<file path="config.mk">
export PLATFORM = sky130hd
export DESIGN_NAME = pim_merger
export DESIGN_NICKNAME = d
export VERILOG_FILES = /design/src/shared/pim_pkg.sv /design/src/logic/pim_pick.sv /design/src/logic/pim_merger.sv
export SDC_FILE = /design/constraint.sdc
export NUM_CORES = 1
export LEC_CHECK = 0
export ABC_AREA = 1
export BUFFER_PORTS_ARGS = -buffer_cell sky130_fd_sc_hd__clkbuf_2
export CAP_MARGIN = 30
export CORE_MARGIN = 2
export CORE_UTILIZATION = 63
export DETAILED_ROUTE_END_ITERATION = 10
export PLACE_DENSITY = 0.83
export SLEW_MARGIN = 20
export SYNTH_ARGS = -nofsm -noshare
export SYNTH_HDL_FRONTEND = slang
export SYNTH_SLANG_ARGS = --single-unit
export TNS_END_PERCENT = 10
</file>
<file path="constraint.sdc">
create_clock -name sys_clk -period 14.25 [get_ports sys_clk]
set_input_delay 0.7125 -clock sys_clk [delete_from_list [all_inputs] [get_ports sys_clk]]
set_output_delay 0.7125 -clock sys_clk [all_outputs]
set_load 0.02 [all_outputs]
</file>
<file path="src/shared/pim_pkg.sv">
// Constants and types shared by the priority interrupt merger.
package pim_pkg;
    // ************************************************************
    // Source layout and field widths.
    // ************************************************************
    localparam int PIM_NSRC = 8;
    localparam int PIM_NINT = 4;
    localparam int PIM_NEXT = 4;
    localparam int PIM_LVL_W = 3;
    localparam int PIM_SRC_W = 3;
    localparam int PIM_REG_W = 16;
    localparam int PIM_BLOCK_BYTES = 256;

    // ************************************************************
    // Reset values of the settings.
    // ************************************************************
    localparam logic [PIM_LVL_W-1:0] PIM_LVL_LOWEST = 3'h7;
    localparam logic PIM_NEST_RST = 1'h0;
    localparam logic PIM_TRIG_RST = 1'h0;
    localparam logic PIM_MASK_RST = 1'h1;
    localparam logic PIM_CASC_RST = 1'h0;
    localparam logic PIM_SLAVE_RST = 1'h0;
    localparam logic [PIM_LVL_W-1:0] PIM_FLOOR_RST = 3'h7;

    // Delivery handshake states.
    typedef enum logic [1:0] {PIM_IDLE, PIM_OFFER, PIM_SERVE} pim_state_t;
endpackage

</file>
<file path="src/logic/pim_pick.sv">
// Combinational priority picker for the interrupt merger.
`timescale 1ns/1ps
module pim_pick
#(
    parameter int NSRC = pim_pkg::PIM_NSRC
)
(
    input wire logic [NSRC-1:0] eligible,
    input wire logic [NSRC*pim_pkg::PIM_LVL_W-1:0] levels,
    output logic found,
    output logic [pim_pkg::PIM_SRC_W-1:0] winner,
    output logic [pim_pkg::PIM_LVL_W-1:0] win_level
);
    import pim_pkg::*;

    // Lowest numeric level wins; ties go to the lower source number.
    always_comb
    begin
        found = 1'b0;
        winner = '0;
        win_level = PIM_LVL_LOWEST;
        for (int i = 0; i < NSRC; i++)
        begin
            if (eligible[i] && (!found || levels[i*PIM_LVL_W +: PIM_LVL_W] < win_level))
            begin
                found = 1'b1;
                winner = PIM_SRC_W'(i);
                win_level = levels[i*PIM_LVL_W +: PIM_LVL_W];
            end
        end
    end
endmodule

</file>
<file path="src/logic/pim_merger.sv">
// Priority interrupt merger: request capture, masking, selection and service tracking.
`timescale 1ns/1ps
module pim_merger
(
    input wire logic sys_clk,
    input wire logic rst,
    input wire logic [pim_pkg::PIM_NINT-1:0] int_req,
    input wire logic [pim_pkg::PIM_NINT-1:0] unit_enable,
    input wire logic [pim_pkg::PIM_NEXT-1:0] ext_req_pin,
    input wire logic cfg_write,
    input wire logic [pim_pkg::PIM_SRC_W-1:0] cfg_src,
    input wire logic [pim_pkg::PIM_REG_W-1:0] cfg_data,
    input wire logic floor_write,
    input wire logic [pim_pkg::PIM_LVL_W-1:0] floor_data,
    input wire logic slave_write,
    input wire logic slave_data,
    input wire logic core_ack,
    input wire logic core_eoi,
    output logic core_intr,
    output logic [pim_pkg::PIM_SRC_W-1:0] core_src,
    output logic [pim_pkg::PIM_NSRC-1:0] in_service,
    output logic [pim_pkg::PIM_NSRC-1:0] pending,
    output logic slave_mode
);
    import pim_pkg::*;

    // cfg_data layout: bits 2:0 level, 3 mask, 4 trigger, 5 cascade, 6 nest.
    localparam int F_LVL = 0;
    localparam int F_MSK = 3;
    localparam int F_TRG = 4;
    localparam int F_CAS = 5;
    localparam int F_NST = 6;

    // ************************************************************
    // Settings registers.
    // ************************************************************
    logic [PIM_LVL_W-1:0] urgency_level_field [PIM_NSRC];
    logic [PIM_NSRC-1:0] source_mask_bit;
    logic [PIM_NSRC-1:0] trigger_select;
    logic [PIM_NSRC-1:0] cascade_enable;
    logic [PIM_NSRC-1:0] special_nest_select;
    logic [PIM_LVL_W-1:0] urgency_floor_mask;

    // Per-source settings written a whole sixteen-bit word at a time.
    always_ff @(posedge sys_clk)
    begin
        if (rst)
        begin
            for (int i = 0; i < PIM_NSRC; i++)
            begin
                urgency_level_field[i] <= PIM_LVL_LOWEST;
            end
            source_mask_bit <= {PIM_NSRC{PIM_MASK_RST}};
            trigger_select <= {PIM_NSRC{PIM_TRIG_RST}};
            cascade_enable <= {PIM_NSRC{PIM_CASC_RST}};
            special_nest_select <= {PIM_NSRC{PIM_NEST_RST}};
        end
        else if (cfg_write)
        begin
            urgency_level_field[cfg_src] <= cfg_data[F_LVL +: PIM_LVL_W];
            source_mask_bit[cfg_src] <= cfg_data[F_MSK];
            trigger_select[cfg_src] <= cfg_data[F_TRG];
            cascade_enable[cfg_src] <= cfg_data[F_CAS];
            special_nest_select[cfg_src] <= cfg_data[F_NST];
        end
    end

    // Threshold register; all ones lets every level through.
    always_ff @(posedge sys_clk)
    begin
        if (rst)
            urgency_floor_mask <= PIM_FLOOR_RST;
        else if (floor_write)
            urgency_floor_mask <= floor_data;
    end

    // Mode bit from the relocation register; master after reset.
    always_ff @(posedge sys_clk)
    begin
        if (rst)
            slave_mode <= PIM_SLAVE_RST;
        else if (slave_write)
            slave_mode <= slave_data;
    end

    // ************************************************************
    // Input capture.
    // ************************************************************
    logic [PIM_NEXT-1:0] ext_s1, ext_s2, ext_s3;
    logic [PIM_NSRC-1:0] raw_now, raw_prev;

    // Pins pass three flops; a change counts when the last two agree.
    always_ff @(posedge sys_clk)
    begin
        if (rst)
        begin
            ext_s1 <= '0;
            ext_s2 <= '0;
            ext_s3 <= '0;
        end
        else
        begin
            ext_s1 <= ext_req_pin;
            ext_s2 <= ext_s1;
            ext_s3 <= ext_s2;
        end
    end

    // Internal sources are gated by their own unit enable.
    always_comb
    begin
        raw_now[PIM_NINT-1:0] = int_req & unit_enable;
        for (int i = 0; i < PIM_NEXT; i++)
        begin
            raw_now[PIM_NINT+i] = (ext_s2[i] == ext_s3[i]) ? ext_s3[i] : raw_prev[PIM_NINT+i];
        end
    end

    always_ff @(posedge sys_clk)
    begin
        if (rst)
            raw_prev <= '0;
        else
            raw_prev <= raw_now;
    end

    // ************************************************************
    // Pending and in-service tracking.
    // ************************************************************
    pim_state_t state;
    logic found;
    logic [PIM_SRC_W-1:0] winner;
    logic [PIM_LVL_W-1:0] win_level;
    logic [PIM_NSRC-1:0] edge_hit, eligible, take_bit, done_bit;
    logic [PIM_NSRC*PIM_LVL_W-1:0] lvl_flat;
    logic [PIM_SRC_W-1:0] serving_src;

    // A new edge beats a clear from acknowledge in the same cycle.
    assign edge_hit = raw_now & ~raw_prev;
    assign take_bit = (state == PIM_OFFER && core_ack) ? (PIM_NSRC'(1) << core_src) : '0;

    always_ff @(posedge sys_clk)
    begin
        if (rst)
            pending <= '0;
        else
        begin
            for (int i = 0; i < PIM_NSRC; i++)
            begin
                if (trigger_select[i])
                    pending[i] <= raw_now[i];
                else if (edge_hit[i])
                    pending[i] <= 1'b1;
                else if (take_bit[i])
                    pending[i] <= 1'b0;
            end
        end
    end

    // The lowest in-service level blocks lower urgency, and equal urgency unless the source's special nest bit is set.
    function automatic logic blocked(input logic [PIM_LVL_W-1:0] lvl, input logic nest);
        blocked = 1'b0;
        for (int j = 0; j < PIM_NSRC; j++)
        begin
            if (in_service[j] && (lvl > urgency_level_field[j] ||
                (lvl == urgency_level_field[j] && !nest)))
                blocked = 1'b1;
        end
    endfunction

    always_comb
    begin
        for (int i = 0; i < PIM_NSRC; i++)
        begin
            lvl_flat[i*PIM_LVL_W +: PIM_LVL_W] = urgency_level_field[i];
            eligible[i] = pending[i] && !source_mask_bit[i]
                && urgency_level_field[i] <= urgency_floor_mask
                && !blocked(urgency_level_field[i], special_nest_select[i]);
        end
    end

    pim_pick #(.NSRC(PIM_NSRC)) u_pick
    (
        .eligible(eligible),
        .levels(lvl_flat),
        .found(found),
        .winner(winner),
        .win_level(win_level)
    );

    // End of interrupt clears the highest-priority in-service source.
    assign done_bit = core_eoi ? (PIM_NSRC'(1) << serving_src) : '0;

    always_ff @(posedge sys_clk)
    begin
        if (rst)
            in_service <= '0;
        else
            in_service <= (in_service & ~done_bit) | take_bit;
    end

    // Track the most urgent in-service source for end of interrupt.
    always_comb
    begin
        serving_src = '0;
        for (int i = PIM_NSRC-1; i >= 0; i--)
        begin
            if (in_service[i] && (!in_service[serving_src] ||
                urgency_level_field[i] <= urgency_level_field[serving_src]))
                serving_src = PIM_SRC_W'(i);
        end
    end

    // ************************************************************
    // Delivery to the core, one request at a time.
    // ************************************************************
    always_ff @(posedge sys_clk)
    begin
        if (rst)
        begin
            state <= PIM_IDLE;
            core_intr <= 1'b0;
            core_src <= '0;
        end
        else
        begin
            unique case (state)
                PIM_IDLE:
                begin
                    if (found)
                    begin
                        state <= PIM_OFFER;
                        core_intr <= 1'b1;
                        core_src <= winner;
                    end
                end
                PIM_OFFER:
                begin
                    if (core_ack)
                    begin
                        state <= PIM_SERVE;
                        core_intr <= 1'b0;
                    end
                    else if (!eligible[core_src])
                    begin
                        state <= PIM_IDLE; // Request withdrawn before acknowledge.
                        core_intr <= 1'b0;
                    end
                end
                PIM_SERVE:
                begin
                    state <= PIM_IDLE;
                end
            endcase
        end
    end

    // ************************************************************
    // Checks.
    // ************************************************************
    // Reset clears request, service and offer state.
    a_reset_state: assert property (@(posedge sys_clk)
        rst |=> pending == '0 && in_service == '0 && !core_intr)
        else $error("State not cleared by reset.");
    a_reset_mask: assert property (@(posedge sys_clk)
        rst |=> source_mask_bit == '1 && urgency_floor_mask == '1)
        else $error("Masks not set by reset.");
    a_reset_master: assert property (@(posedge sys_clk)
        rst |=> !slave_mode && trigger_select == '0)
        else $error("Mode not master or trigger not edge after reset.");
    // The flat copy shows every level field at once, so one check covers all sources.
    a_reset_levels: assert property (@(posedge sys_clk)
        rst |=> lvl_flat == '1 && special_nest_select == '0 && cascade_enable == '0)
        else $error("Levels, nest or cascade not at reset values.");

    // An offer is judged on the values that the picker saw one edge earlier.
    // A level input may drop at the very edge of the offer, so the present pending bit proves nothing.
    a_offer_unmasked: assert property (@(posedge sys_clk) disable iff (rst)
        $rose(core_intr) |-> $past(!source_mask_bit[winner] && pending[winner]) && core_src == $past(winner))
        else $error("Offered a masked or idle source.");
    a_offer_floor: assert property (@(posedge sys_clk) disable iff (rst)
        $rose(core_intr) |-> $past(win_level <= urgency_floor_mask))
        else $error("Offered a level above the floor.");
    // A withdrawn request must leave the offer, or the core could take a dead source.
    a_offer_withdraw: assert property (@(posedge sys_clk) disable iff (rst)
        state == PIM_OFFER && !core_ack && !eligible[core_src] |=> !core_intr)
        else $error("Withdrawn request still offered.");
    a_offer_stable: assert property (@(posedge sys_clk) disable iff (rst)
        core_intr && !core_ack |=> $stable(core_src))
        else $error("Offered source changed while on offer.");

    // Acknowledge moves the offer into service; end of interrupt releases the most urgent one.
    a_ack_service: assert property (@(posedge sys_clk) disable iff (rst)
        core_intr && core_ack |=> in_service[$past(core_src)] && !core_intr)
        else $error("Acknowledge did not set in-service.");
    a_eoi_clear: assert property (@(posedge sys_clk) disable iff (rst)
        core_eoi && !core_ack |=> !in_service[$past(serving_src)])
        else $error("End of interrupt left the source in service.");

    // Request capture on internal lines and on synchronised pins.
    a_edge_latch: assert property (@(posedge sys_clk) disable iff (rst)
        !trigger_select[0] && int_req[0] && unit_enable[0] && !raw_prev[0] |=> pending[0])
        else $error("Edge not latched.");
    a_pin_edge: assert property (@(posedge sys_clk) disable iff (rst)
        !trigger_select[PIM_NINT] && ext_s2[0] && ext_s3[0] && !raw_prev[PIM_NINT] |=> pending[PIM_NINT])
        else $error("Pin edge not latched after synchronisation.");
    a_level_follow: assert property (@(posedge sys_clk) disable iff (rst)
        trigger_select[PIM_NINT-1] |=> pending[PIM_NINT-1] == $past(raw_now[PIM_NINT-1]))
        else $error("Level request did not follow its input.");
endmodule

</file>
Yosys cells after proc, flatten, opt, wreduce, memory -nomap -nowiden
Memories as Yosys holds them, arrays and structs flattened.
Cells that the tools add are included.
- flip-flop bits (word level): 70
- memory bits (writable): 24
- memories: 1
- output and inout port bits: 21
- bitwise logic cells: 6
- eq/ne operators: 64
- shifts and indexed selects: 2
- $lt $le $gt $ge: 97
- reduce and logical (&&, ||, !) cells: 293
- mux-type cells: 161
- memory list (memory ; words ; width ; rd ports ; clocked after Yosys merged registers in ; wr ports ; line ; source):
    urgency_level_field ; 8 ; 3 ; 15 ; 0 ; 8 ; pim_merger.sv:37 ; logic [PIM_LVL_W-1:0] urgency_level_field [PIM_NSRC];
- operator list (cell ; number):
    > comparator 3 bit ; 64
    equality test 3 bit ; 56
    logical AND 1 bit ; 161
    2-to-1 mux 1 bit ; 119
    logical OR 1 bit ; 79
    2-to-1 mux 3 bit ; 21
    less-or-equal comparator 3 bit ; 16
    zero test 1 bit ; 39
    less-than comparator 3 x 4 -> 1 bit (second input constant) ; 9
    binary-select mux 1 bit (select 3 bit) ; 8
    bitwise mux 8 bit ; 3
    nonzero test 3 bit ; 8
    less-than comparator 3 bit ; 7
    bitwise AND 8 bit ; 2
    2-to-1 mux 8 bit ; 2
    NOT 8 bit ; 2
    << shifter 1 x 3 -> 8 bit (first input constant) ; 2
    2-to-1 mux 2 bit ; 5
    OR 8 bit ; 1
    case mux 2 bit (3 select lines) ; 1
    bitwise AND 4 bit ; 1
    equality test 1 bit ; 4
    AND reduction 2 bit ; 2
    demux 1 bit (select 3 bit) ; 1
    10 further kinds ; 10

Depth between registers and ports, before layout
Gate-level depths: netlist of the first run.
An unclocked memory read counts as a cell.
- depth after elaboration: 52
- gate-level depth with buffers: 90

Hierarchy
A second synthesis of the first run with hierarchy kept.
- cell total of the unflattened synthesis: 1321
- area, all modules: 9128.8 sq um
- modules (own cells, without submodules) (module ; cells an instance ; times used ; area each (sq um) ; sequential area each (sq um)):
    pim_merger ; 1141 ; 1 ; 8224.1 ; 2122.0
    pim_pick ; 180 ; 1 ; 904.6 ; 0.0

Worst setup path after synthesis of the first run
No wires, ideal clock.
- path kind: reg-to-reg
- from: mem urgency_level_field[0][2]
- to: reg in_service[3] in the netlist's numbering
- path slack: 3.100 ns
- cell stages (with the launch flop): 87
- arrival time: 11.018 ns
- period minus slack after synthesis: 11.150 ns
- library setup time: 0.132 ns
- data required time: 14.118 ns
- path through: edfxtp_1 > inv_1 > ha_1 > nand2_1 > inv_2 > nand2_1 > nand2_1 > nand3_1 > nand2_1 > nand2_1 > o21ai_0 > ha_1 > nand2_1 > o21ai_0 > nand3b_1 > nand2_2 > mux2i_1 > inv_1 > (+51 left out) > nand2_2 > inv_2 > nor2_2 > inv_1 > o21ai_0 > a21oi_1 > o21ai_1 > inv_1 > ha_1 > nand3b_1 > a32oi_1 > o21ai_1 > nand2_1 > nand2_1 > inv_1 > nand2_1 > o21ai_0 > a21oi_1
- RTL lines (what ; line ; source):
    start: declaration ; pim_merger.sv:37 ;
    end signal: assignment ; pim_merger.sv:199 ; in_service <= (in_service & ~done_bit) | take_bit;
    end: declaration ; pim_merger.sv:21 ; output logic [pim_pkg::PIM_NSRC-1:0] in_service,

==> impl_metrics.csv, run 1 <==
group,metric,value,unit
setup_path,crit_top_cell,"nand2_1",
placement,dp_hpwl,22.0,mm
run_status,status,"finished, final reports clean",
final_layout,utilization,0.704,
setup_path,cp_max_fo,13,
logic_synthesis,synth.distinct_cells,51,
setup_path,crit_arrival,13300,ps
routing,vias,9481,
setup_path,required,14460,ps
final_layout,areaGrowthSynthToFinish,9.22,%
setup_path,r2r_end,"in_service[5]$_SDFF_PP0_",
setup_path,worstSetupPathType,"flip-flop to flip-flop",
placement,placed_area,9490,sq um
logic_synthesis,syn_inst,1279,
routing,wirelength,28.9,mm
power_and_ir_drop,internal_power,0.479,mW
grt,first_global_vias,8576,
routing,viasPerCell,6.19,
clock_network,clkLatencyLatePin,350,ps
routing,ant_nets,0,
floorplanning,die_h,123,um
floorplanning,initial_core_util,0.644,
power_and_ir_drop,comb_power_share,0.284,
final_layout,antenna_cells,0,
logic_synthesis,synth_largest_area_cell,"ha_1",
grt,grt_max_degree,43,
logic_synthesis,synth_top_area_frac,0.203,
clock_network,numCtsBuffers,9,
timing,hold_viol,0,
setup_path,critical-path-slowest-cell,"nor2_1",
routing,wl_per_cell,18.9,um
timing,fin_crit_sh,0.919,
logic_synthesis,syn-num-nets,1466,
setup_path,worst-r2r-setup-slack,1160,ps
timing,setup_tns,0,ps
min_path,hp-start,"ext_s1[0]$_SDFF_PP0_",
power_and_ir_drop,power_leakage,4.82,nW
min_path,hp-class,"flip-flop to flip-flop",
clock_network,cts_max_level,3,
routing,drt_first_pass_iters,6,
setup_path,cpPeakStageDelay,420,ps
placement,portBuffers,52,
flow_run,drv_cap,0,
logic_synthesis,ys_seq_area_frac,0.237,
final_layout,regArea,2120,sq um
logic_synthesis,synthArstFlopShare,0,
routing,drt-initial-drc-count,1037,
clock_network,cts_buffer_depth,2,
power_and_ir_drop,power_density,74.7,nW/um^2
logic_synthesis,synthTopCellsByArea,"ha_1 20%, dfxtp_1 16%, nand2_1 11%, edfxtp_1 8.1%, inv_1 7.8%",
final_layout,multi_input_area,6000,sq um
floorplanning,die_area,15200,sq um
timing,slew-limit-headroom,0.363,
grt,antenna_found_initial,0,
power_and_ir_drop,irDropWorstVdd,0.0000894,V
power_and_ir_drop,seqPwrFrac,0.413,
placement,routabilityCongestion,1.05,
setup_path,end_kind,"flip-flop",
grt,grt_usage,0.384,
min_path,hold_depth,2,
setup_path,crit_path_start_kind,"flip-flop",
final_layout,finalNetCount,1533,
routing,drc,0,
timing,rsz0062_at_grt,"false",
floorplanning,row_count,43,
floorplanning,die_w,123,um
logic_synthesis,avgSynthCellArea,6.99,sq um
clock_network,clockRootBuffer,"clkbuf_16",
clock_network,cts.sinks,94,
setup_path,crit-reg2reg-launch,"urgency_level_field[0][2]$_SDFFCE_PN1P_",
logic_synthesis,synthFlopType,"dfxtp_1",
floorplanning,core_area,13900,sq um
grt,grt_pass1_wl,44.1,mm
final_layout,fillers,1195,
logic_synthesis,synth_edf_count,24,
clock_network,cts_tree,"yes",
logic_synthesis,syn_area,8940,sq um
timing,clock_skew,9.68,ps
final_layout,fin_area,9770,sq um
timing,final_max_slew_viol_count,0,
min_path,worstHoldEndpoint,"ext_s2[0]$_SDFF_PP0_",
power_and_ir_drop,p_clk_frac,0.303,
setup_path,critPathBufInv,15,
setup_path,reg2regPathDepth,80,
logic_synthesis,synth_seq_cells,94,
floorplanning,io_pins,63,
logic_synthesis,synth_common_cells,"253 x nand2_1, 186 x inv_1, 145 x ha_1, 124 x o21ai_0, 98 x a21oi_1",
timing,worstMarginPinSlew,949,ps
logic_synthesis,yosys.cell_count.top_type,"nand2_1",
final_layout,drive_gt1_frac,0.112,
clock_network,postCtsSetupBuffers,0,
power_and_ir_drop,switching_share,0.343,
setup_path,cpLargestDelayFamily,"compound AO/OA/AOI/OAI gates",
clock_network,clk_pin_slew,60,ps
grt,gr-total-overflow,0,
power_and_ir_drop,power.switching,0.251,mW
timing,setup_violations,0,
logic_synthesis,yosysWarningCount,0,
timing,post-route-min-period,13090,ps
timing,fmax,76.4,MHz
-- layer usage --
metal | vias up | track usage | part of all wire
met2 | 555 | 0.610 | 0.43
met4 | 0 | 0.234 | 0.067
met1 | 4232 | 0.493 | 0.39
met3 | 137 | 0.0535 | 0.11
met5 | - | 0 | 0
li1 | 4557 | - | -
-- kinds of logic (layout without fill, tap and decap cells) --
group                    after synthesis  after routing  synth area share
AND/OR/NAND/NOR                      485            485             0.245
AO/OA/AOI/OAI                        337            337             0.220
buffers and inverters                215            287            0.0921
adder cells (fa/ha/maj)              145            145             0.203
flip-flops                            94             94             0.237
multiplexers                           3              3           0.00336
-- flip-flops by register name, indices dropped and copies added (netlist names) --
| register | flops |
|---|---|
| slave_mode | 1 |
| core_src | 3 |
| ext_s3 | 4 |
| trigger_select | 8 |
| urgency_floor_mask | 3 |
| pending | 8 |
| urgency_level_field | 24 |
| core_intr | 1 |
| ext_s2 | 4 |
| state | 2 |
| special_nest_select | 8 |
| source_mask_bit | 8 |
| raw_prev | 8 |
| ext_s1 | 4 |
| in_service | 8 |
-- cells in the final DEF (no fill, tap or decap), types with 22 or more instances in the layout --
cell type and n:
nand3_1 87, clkbuf_2 52, ha_1 145, o21ai_0 124
nand2_1 253, a21oi_1 98, nor2_1 81, inv_1 186
o22ai_1 22, dfxtp_1 70, edfxtp_1 24
-- power by group through the flow --
stage / logic, mW / registers [mW] / clock network [mW]
finish: 0.207 / 0.302 / 0.221
global route: 0.234 / 0.302 / 0.230
CTS: 0.202 / 0.300 / 0.221
detailed placement: 0.201 / 0.306 / 0
global placement: 0.193 / 0.306 / 0
floorplan: 0.142 / 0.304 / 0
-- layout make-up --
cell class,instances,share of cell area
Multi-Input combinational cell,970,0.614
Sequential cell,94,0.217
Inverter,201,0.0772
Timing Repair Buffer,70,0.0401
Clock buffer,9,0.0231
Tap cell,180,0.0231
Clock inverter,7,0.00500
-- worst register-to-register path: cells and delay by family (launching register included) --
| family | cells | cell delay (ps) |
|---|---|---|
| AO/OA/AOI/OAI | 28 | 4380 |
| adder cells (fa/ha/maj) | 8 | 2440 |
| multiplexers | 1 | 200 |
| flip-flops | 1 | 330 |
| AND/OR/NAND/NOR | 28 | 4000 |
| buffers and inverters | 15 | 1620 |
-- worst max path at each step --
stage	cells after the start	start	to
3_5_place_dp	80	urgency_level_field[0][2]$_SDFFCE_PN1P_	in_service[4]$_SDFF_PP0_
6_report	80	urgency_level_field[0][2]$_SDFFCE_PN1P_	in_service[5]$_SDFF_PP0_
4_1_cts	78	urgency_level_field[0][2]$_SDFFCE_PN1P_	in_service[4]$_SDFF_PP0_
2_1_floorplan	86	urgency_level_field[0][2]$_SDFFCE_PN1P_	in_service[3]$_SDFF_PP0_
3_3_place_gp	79	urgency_level_field[0][2]$_SDFFCE_PN1P_	in_service[4]$_SDFF_PP0_
5_1_grt	84	urgency_level_field[0][2]$_SDFFCE_PN1P_	in_service[5]$_SDFF_PP0_
-- per-stage QoR --
step | power (mW) | hold slack (ps) | worst slack (ps) | instances
after floorplan | 0.446 | 388 | 3100 | 1279
after global placement | 0.499 | 393 | 1390 | 1514
after detailed placement | 0.507 | 397 | 1140 | 1515
after CTS | 0.724 | 405 | 1070 | 1531
after global routing | 0.766 | 412 | 8.48 | 1531
final | 0.730 | 407 | 1160 | 1531
-- what timing repair did --
| item | 4_1_cts | 5_1_grt |
|---|---|---|
| setup endpoints to repair | 0 | 8 |
| hold buffers | 0 | 0 |
| resized for setup | 0 | 2 |
Note: power is estimated with default switching activity, not from simulation.
==> run 2: changes to the inputs <==
--- a/config.mk
+++ b/config.mk
@@ -9,11 +9,12 @@
 export BUFFER_PORTS_ARGS = -buffer_cell sky130_fd_sc_hd__clkbuf_2
 export CAP_MARGIN = 30
 export CORE_MARGIN = 2
-export CORE_UTILIZATION = 63
+export CORE_UTILIZATION = 60
 export DETAILED_ROUTE_END_ITERATION = 10
-export PLACE_DENSITY = 0.83
+export PLACE_DENSITY = 0.79
 export SLEW_MARGIN = 20
 export SYNTH_ARGS = -nofsm -noshare
 export SYNTH_HDL_FRONTEND = slang
+export SYNTH_HIERARCHICAL = 1
 export SYNTH_SLANG_ARGS = --single-unit
 export TNS_END_PERCENT = 10
==> run 2 against run 1 <==
Count of clock-buffer cells in the layout unchanged. Clock skew about the same. Sequential power about the same. Register-to-register slack better by 340 ps. Utilization down 2.8 points. Critical path depth up 8. Cell count up 1.7%. Final area up 1.3%. Worst setup slack better by 340 ps. Routed wire length up 1.4%. Hold slack worse by 3.7 ps. Synthesized area up 1.5%.
==> impl_metrics.csv, run 2 <==
group,metric,value,unit
run_status,status,"finished, final reports clean",
floorplanning,die_w,127,um
min_path,hp-start,"ext_s1[0]$_SDFF_PP0_",
min_path,hp-class,"flip-flop to flip-flop",
clock_network,holdBufCountCts,0,
floorplanning,die_area,16100,sq um
clock_network,cts.sinks,94,
routing,wirelength,29.3,mm
setup_path,crit_top_cell,"nand2_1",
clock_network,cts_tree,"yes",
timing,hold_viol,0,
timing,rsz0062_at_grt,"false",
setup_path,worst-r2r-setup-slack,1500,ps
timing,fin_crit_sh,0.895,
placement,placed_area,9590,sq um
timing,slew-limit-headroom,0.500,
clock_network,clkLatencyLatePin,350,ps
placement,dp_hpwl,21.8,mm
timing,fmax,78.4,MHz
power_and_ir_drop,power_leakage,4.88,nW
setup_path,crit_arrival,12970,ps
setup_path,r2r_end,"in_service[7]$_SDFF_PP0_",
final_layout,finalNetCount,1550,
timing,worst_slack,1500,ps
final_layout,areaGrowthSynthToFinish,9.00,%
logic_synthesis,yosysWarningCount,6,
timing,setup_tns,0,ps
setup_path,crit-reg2reg-launch,"urgency_level_field[0][1]$_SDFFCE_PN1P_",
timing,final_max_slew_viol_count,0,
clock_network,clockRootBuffer,"clkbuf_16",
floorplanning,io_pins,63,
grt,first_global_vias,9025,
final_layout,regMostFlops,"urgency_level_field",
grt,grt_pass1_wl,46.4,mm
final_layout,utilization,0.676,
final_layout,largest_reg_flops,24,
placement,routabilityCongestion,1.01,
setup_path,required,14470,ps
final_layout,fin_area,9890,sq um
routing,wl_per_cell,18.8,um
routing,drc,0,
placement,pre_cts_ws,1650,ps
min_path,worstHoldEndpoint,"ext_s2[0]$_SDFF_PP0_",
final_layout,mostFrequentLayoutCells,"267 x nand2_1, 197 x inv_1, 140 x ha_1, 117 x o21ai_0, 112 x nand3_1",
clock_network,clk_pin_slew,80,ps
setup_path,end_kind,"flip-flop",
final_layout,antenna_cells,0,
floorplanning,die_h,127,um
routing,vias,9651,
final_layout,final_common_cell,"nand2_1",
grt,gr-total-overflow,0,
flow_run,drv_cap,0,
routing,ant_nets,0,
timing,clock_skew,9.50,ps
routing,drt-initial-drc-count,973,
power_and_ir_drop,p_total,0.757,mW
setup_path,reg2regPathDepth,88,
floorplanning,core_area,14600,sq um
min_path,hold_depth,2,
setup_path,cpPeakStageDelay,610,ps
setup_path,cp_max_fo,21,
logic_synthesis,syn-num-nets,1491,
power_and_ir_drop,irDropWorstVdd,0.000113,V
floorplanning,initial_core_util,0.620,
clock_network,cts_max_level,3,
setup_path,critical-path-slowest-cell,"edfxtp_1",
logic_synthesis,syn_area,9080,sq um
power_and_ir_drop,power_density,76.5,nW/um^2
grt,grt_usage,0.369,
routing,viasPerCell,6.20,
timing,setup_violations,0,
setup_path,worstSetupPathType,"flip-flop to flip-flop",
clock_network,cts_buffer_depth,2,
timing,worstMarginPinSlew,750,ps
final_layout,drive_gt1_frac,0.110,
placement,portBuffers,52,
logic_synthesis,avgSynthCellArea,6.93,sq um
clock_network,numCtsBuffers,9,
grt,antenna_found_initial,0,
grt,grt_max_degree,48,
routing,drt_first_pass_iters,5,
setup_path,crit_path_start_kind,"flip-flop",
logic_synthesis,syn_inst,1309,
timing,post-route-min-period,12750,ps
floorplanning,row_count,44,
==> run 2: worst max path at each step <==
stage	slack, ps	end	startpoint	depth (start not counted)
after floorplan	3140	in_service[5]$_SDFF_PP0_	urgency_level_field[0][2]$_SDFFCE_PN1P_	92
after global placement	1770	in_service[7]$_SDFF_PP0_	urgency_level_field[0][1]$_SDFFCE_PN1P_	88
after detailed placement	1650	in_service[7]$_SDFF_PP0_	urgency_level_field[0][1]$_SDFFCE_PN1P_	89
after CTS	1580	in_service[7]$_SDFF_PP0_	urgency_level_field[0][1]$_SDFFCE_PN1P_	89
after global routing	220	in_service[5]$_SDFF_PP0_	urgency_level_field[0][1]$_SDFFCE_PN1P_	89
final	1500	in_service[7]$_SDFF_PP0_	urgency_level_field[0][1]$_SDFFCE_PN1P_	88
==> run 2: final cells by class <==
class	count	area [sq um]
clock buffer	9	225
inverter	210	788
multi-input combinational	987	6090
fill	1302	4750
clock inverter	7	73.8
tap	184	230
timing repair buffer	66	365
sequential	94	2120
==> run 2: worst max-delay path: cells and delay by family (launching register included) <==
| family | cells | cell delay [ps] |
|---|---|---|
| AOI/OAI and AO/OA | 27 | 3780 |
| DFF | 1 | 610 |
| and+or+nand+nor | 42 | 4510 |
| adders and majority gates | 8 | 2430 |
| buffers and inverters | 11 | 1210 |
==> run 2: power by group <==
| part | switching [mW] | internal (mW) | total [mW] |
|---|---|---|---|
| registers | 0.0207 | 0.284 | 0.305 |
| clock network | 0.120 | 0.124 | 0.244 |
| logic | 0.132 | 0.0753 | 0.208 |
==> run 2: what timing repair did <==
action / CTS / global route
setup buffers: 0 / 0
gates resized for setup: 0 / 1
endpoints found under the setup margin: 0 / 2
==> run 2: metal layers <==
layer,track usage,share of wire
met5,0,0
met4,0.213,0.062
met3,0.0913,0.10
met2,0.590,0.43
met1,0.455,0.40
==> run 2: per-stage QoR <==
stage | hold WS [ps] | cells
after floorplan | 388 | 1309
after global placement | 390 | 1541
after detailed placement | 396 | 1541
after CTS | 406 | 1557
after global routing | 416 | 1557
final | 403 | 1557
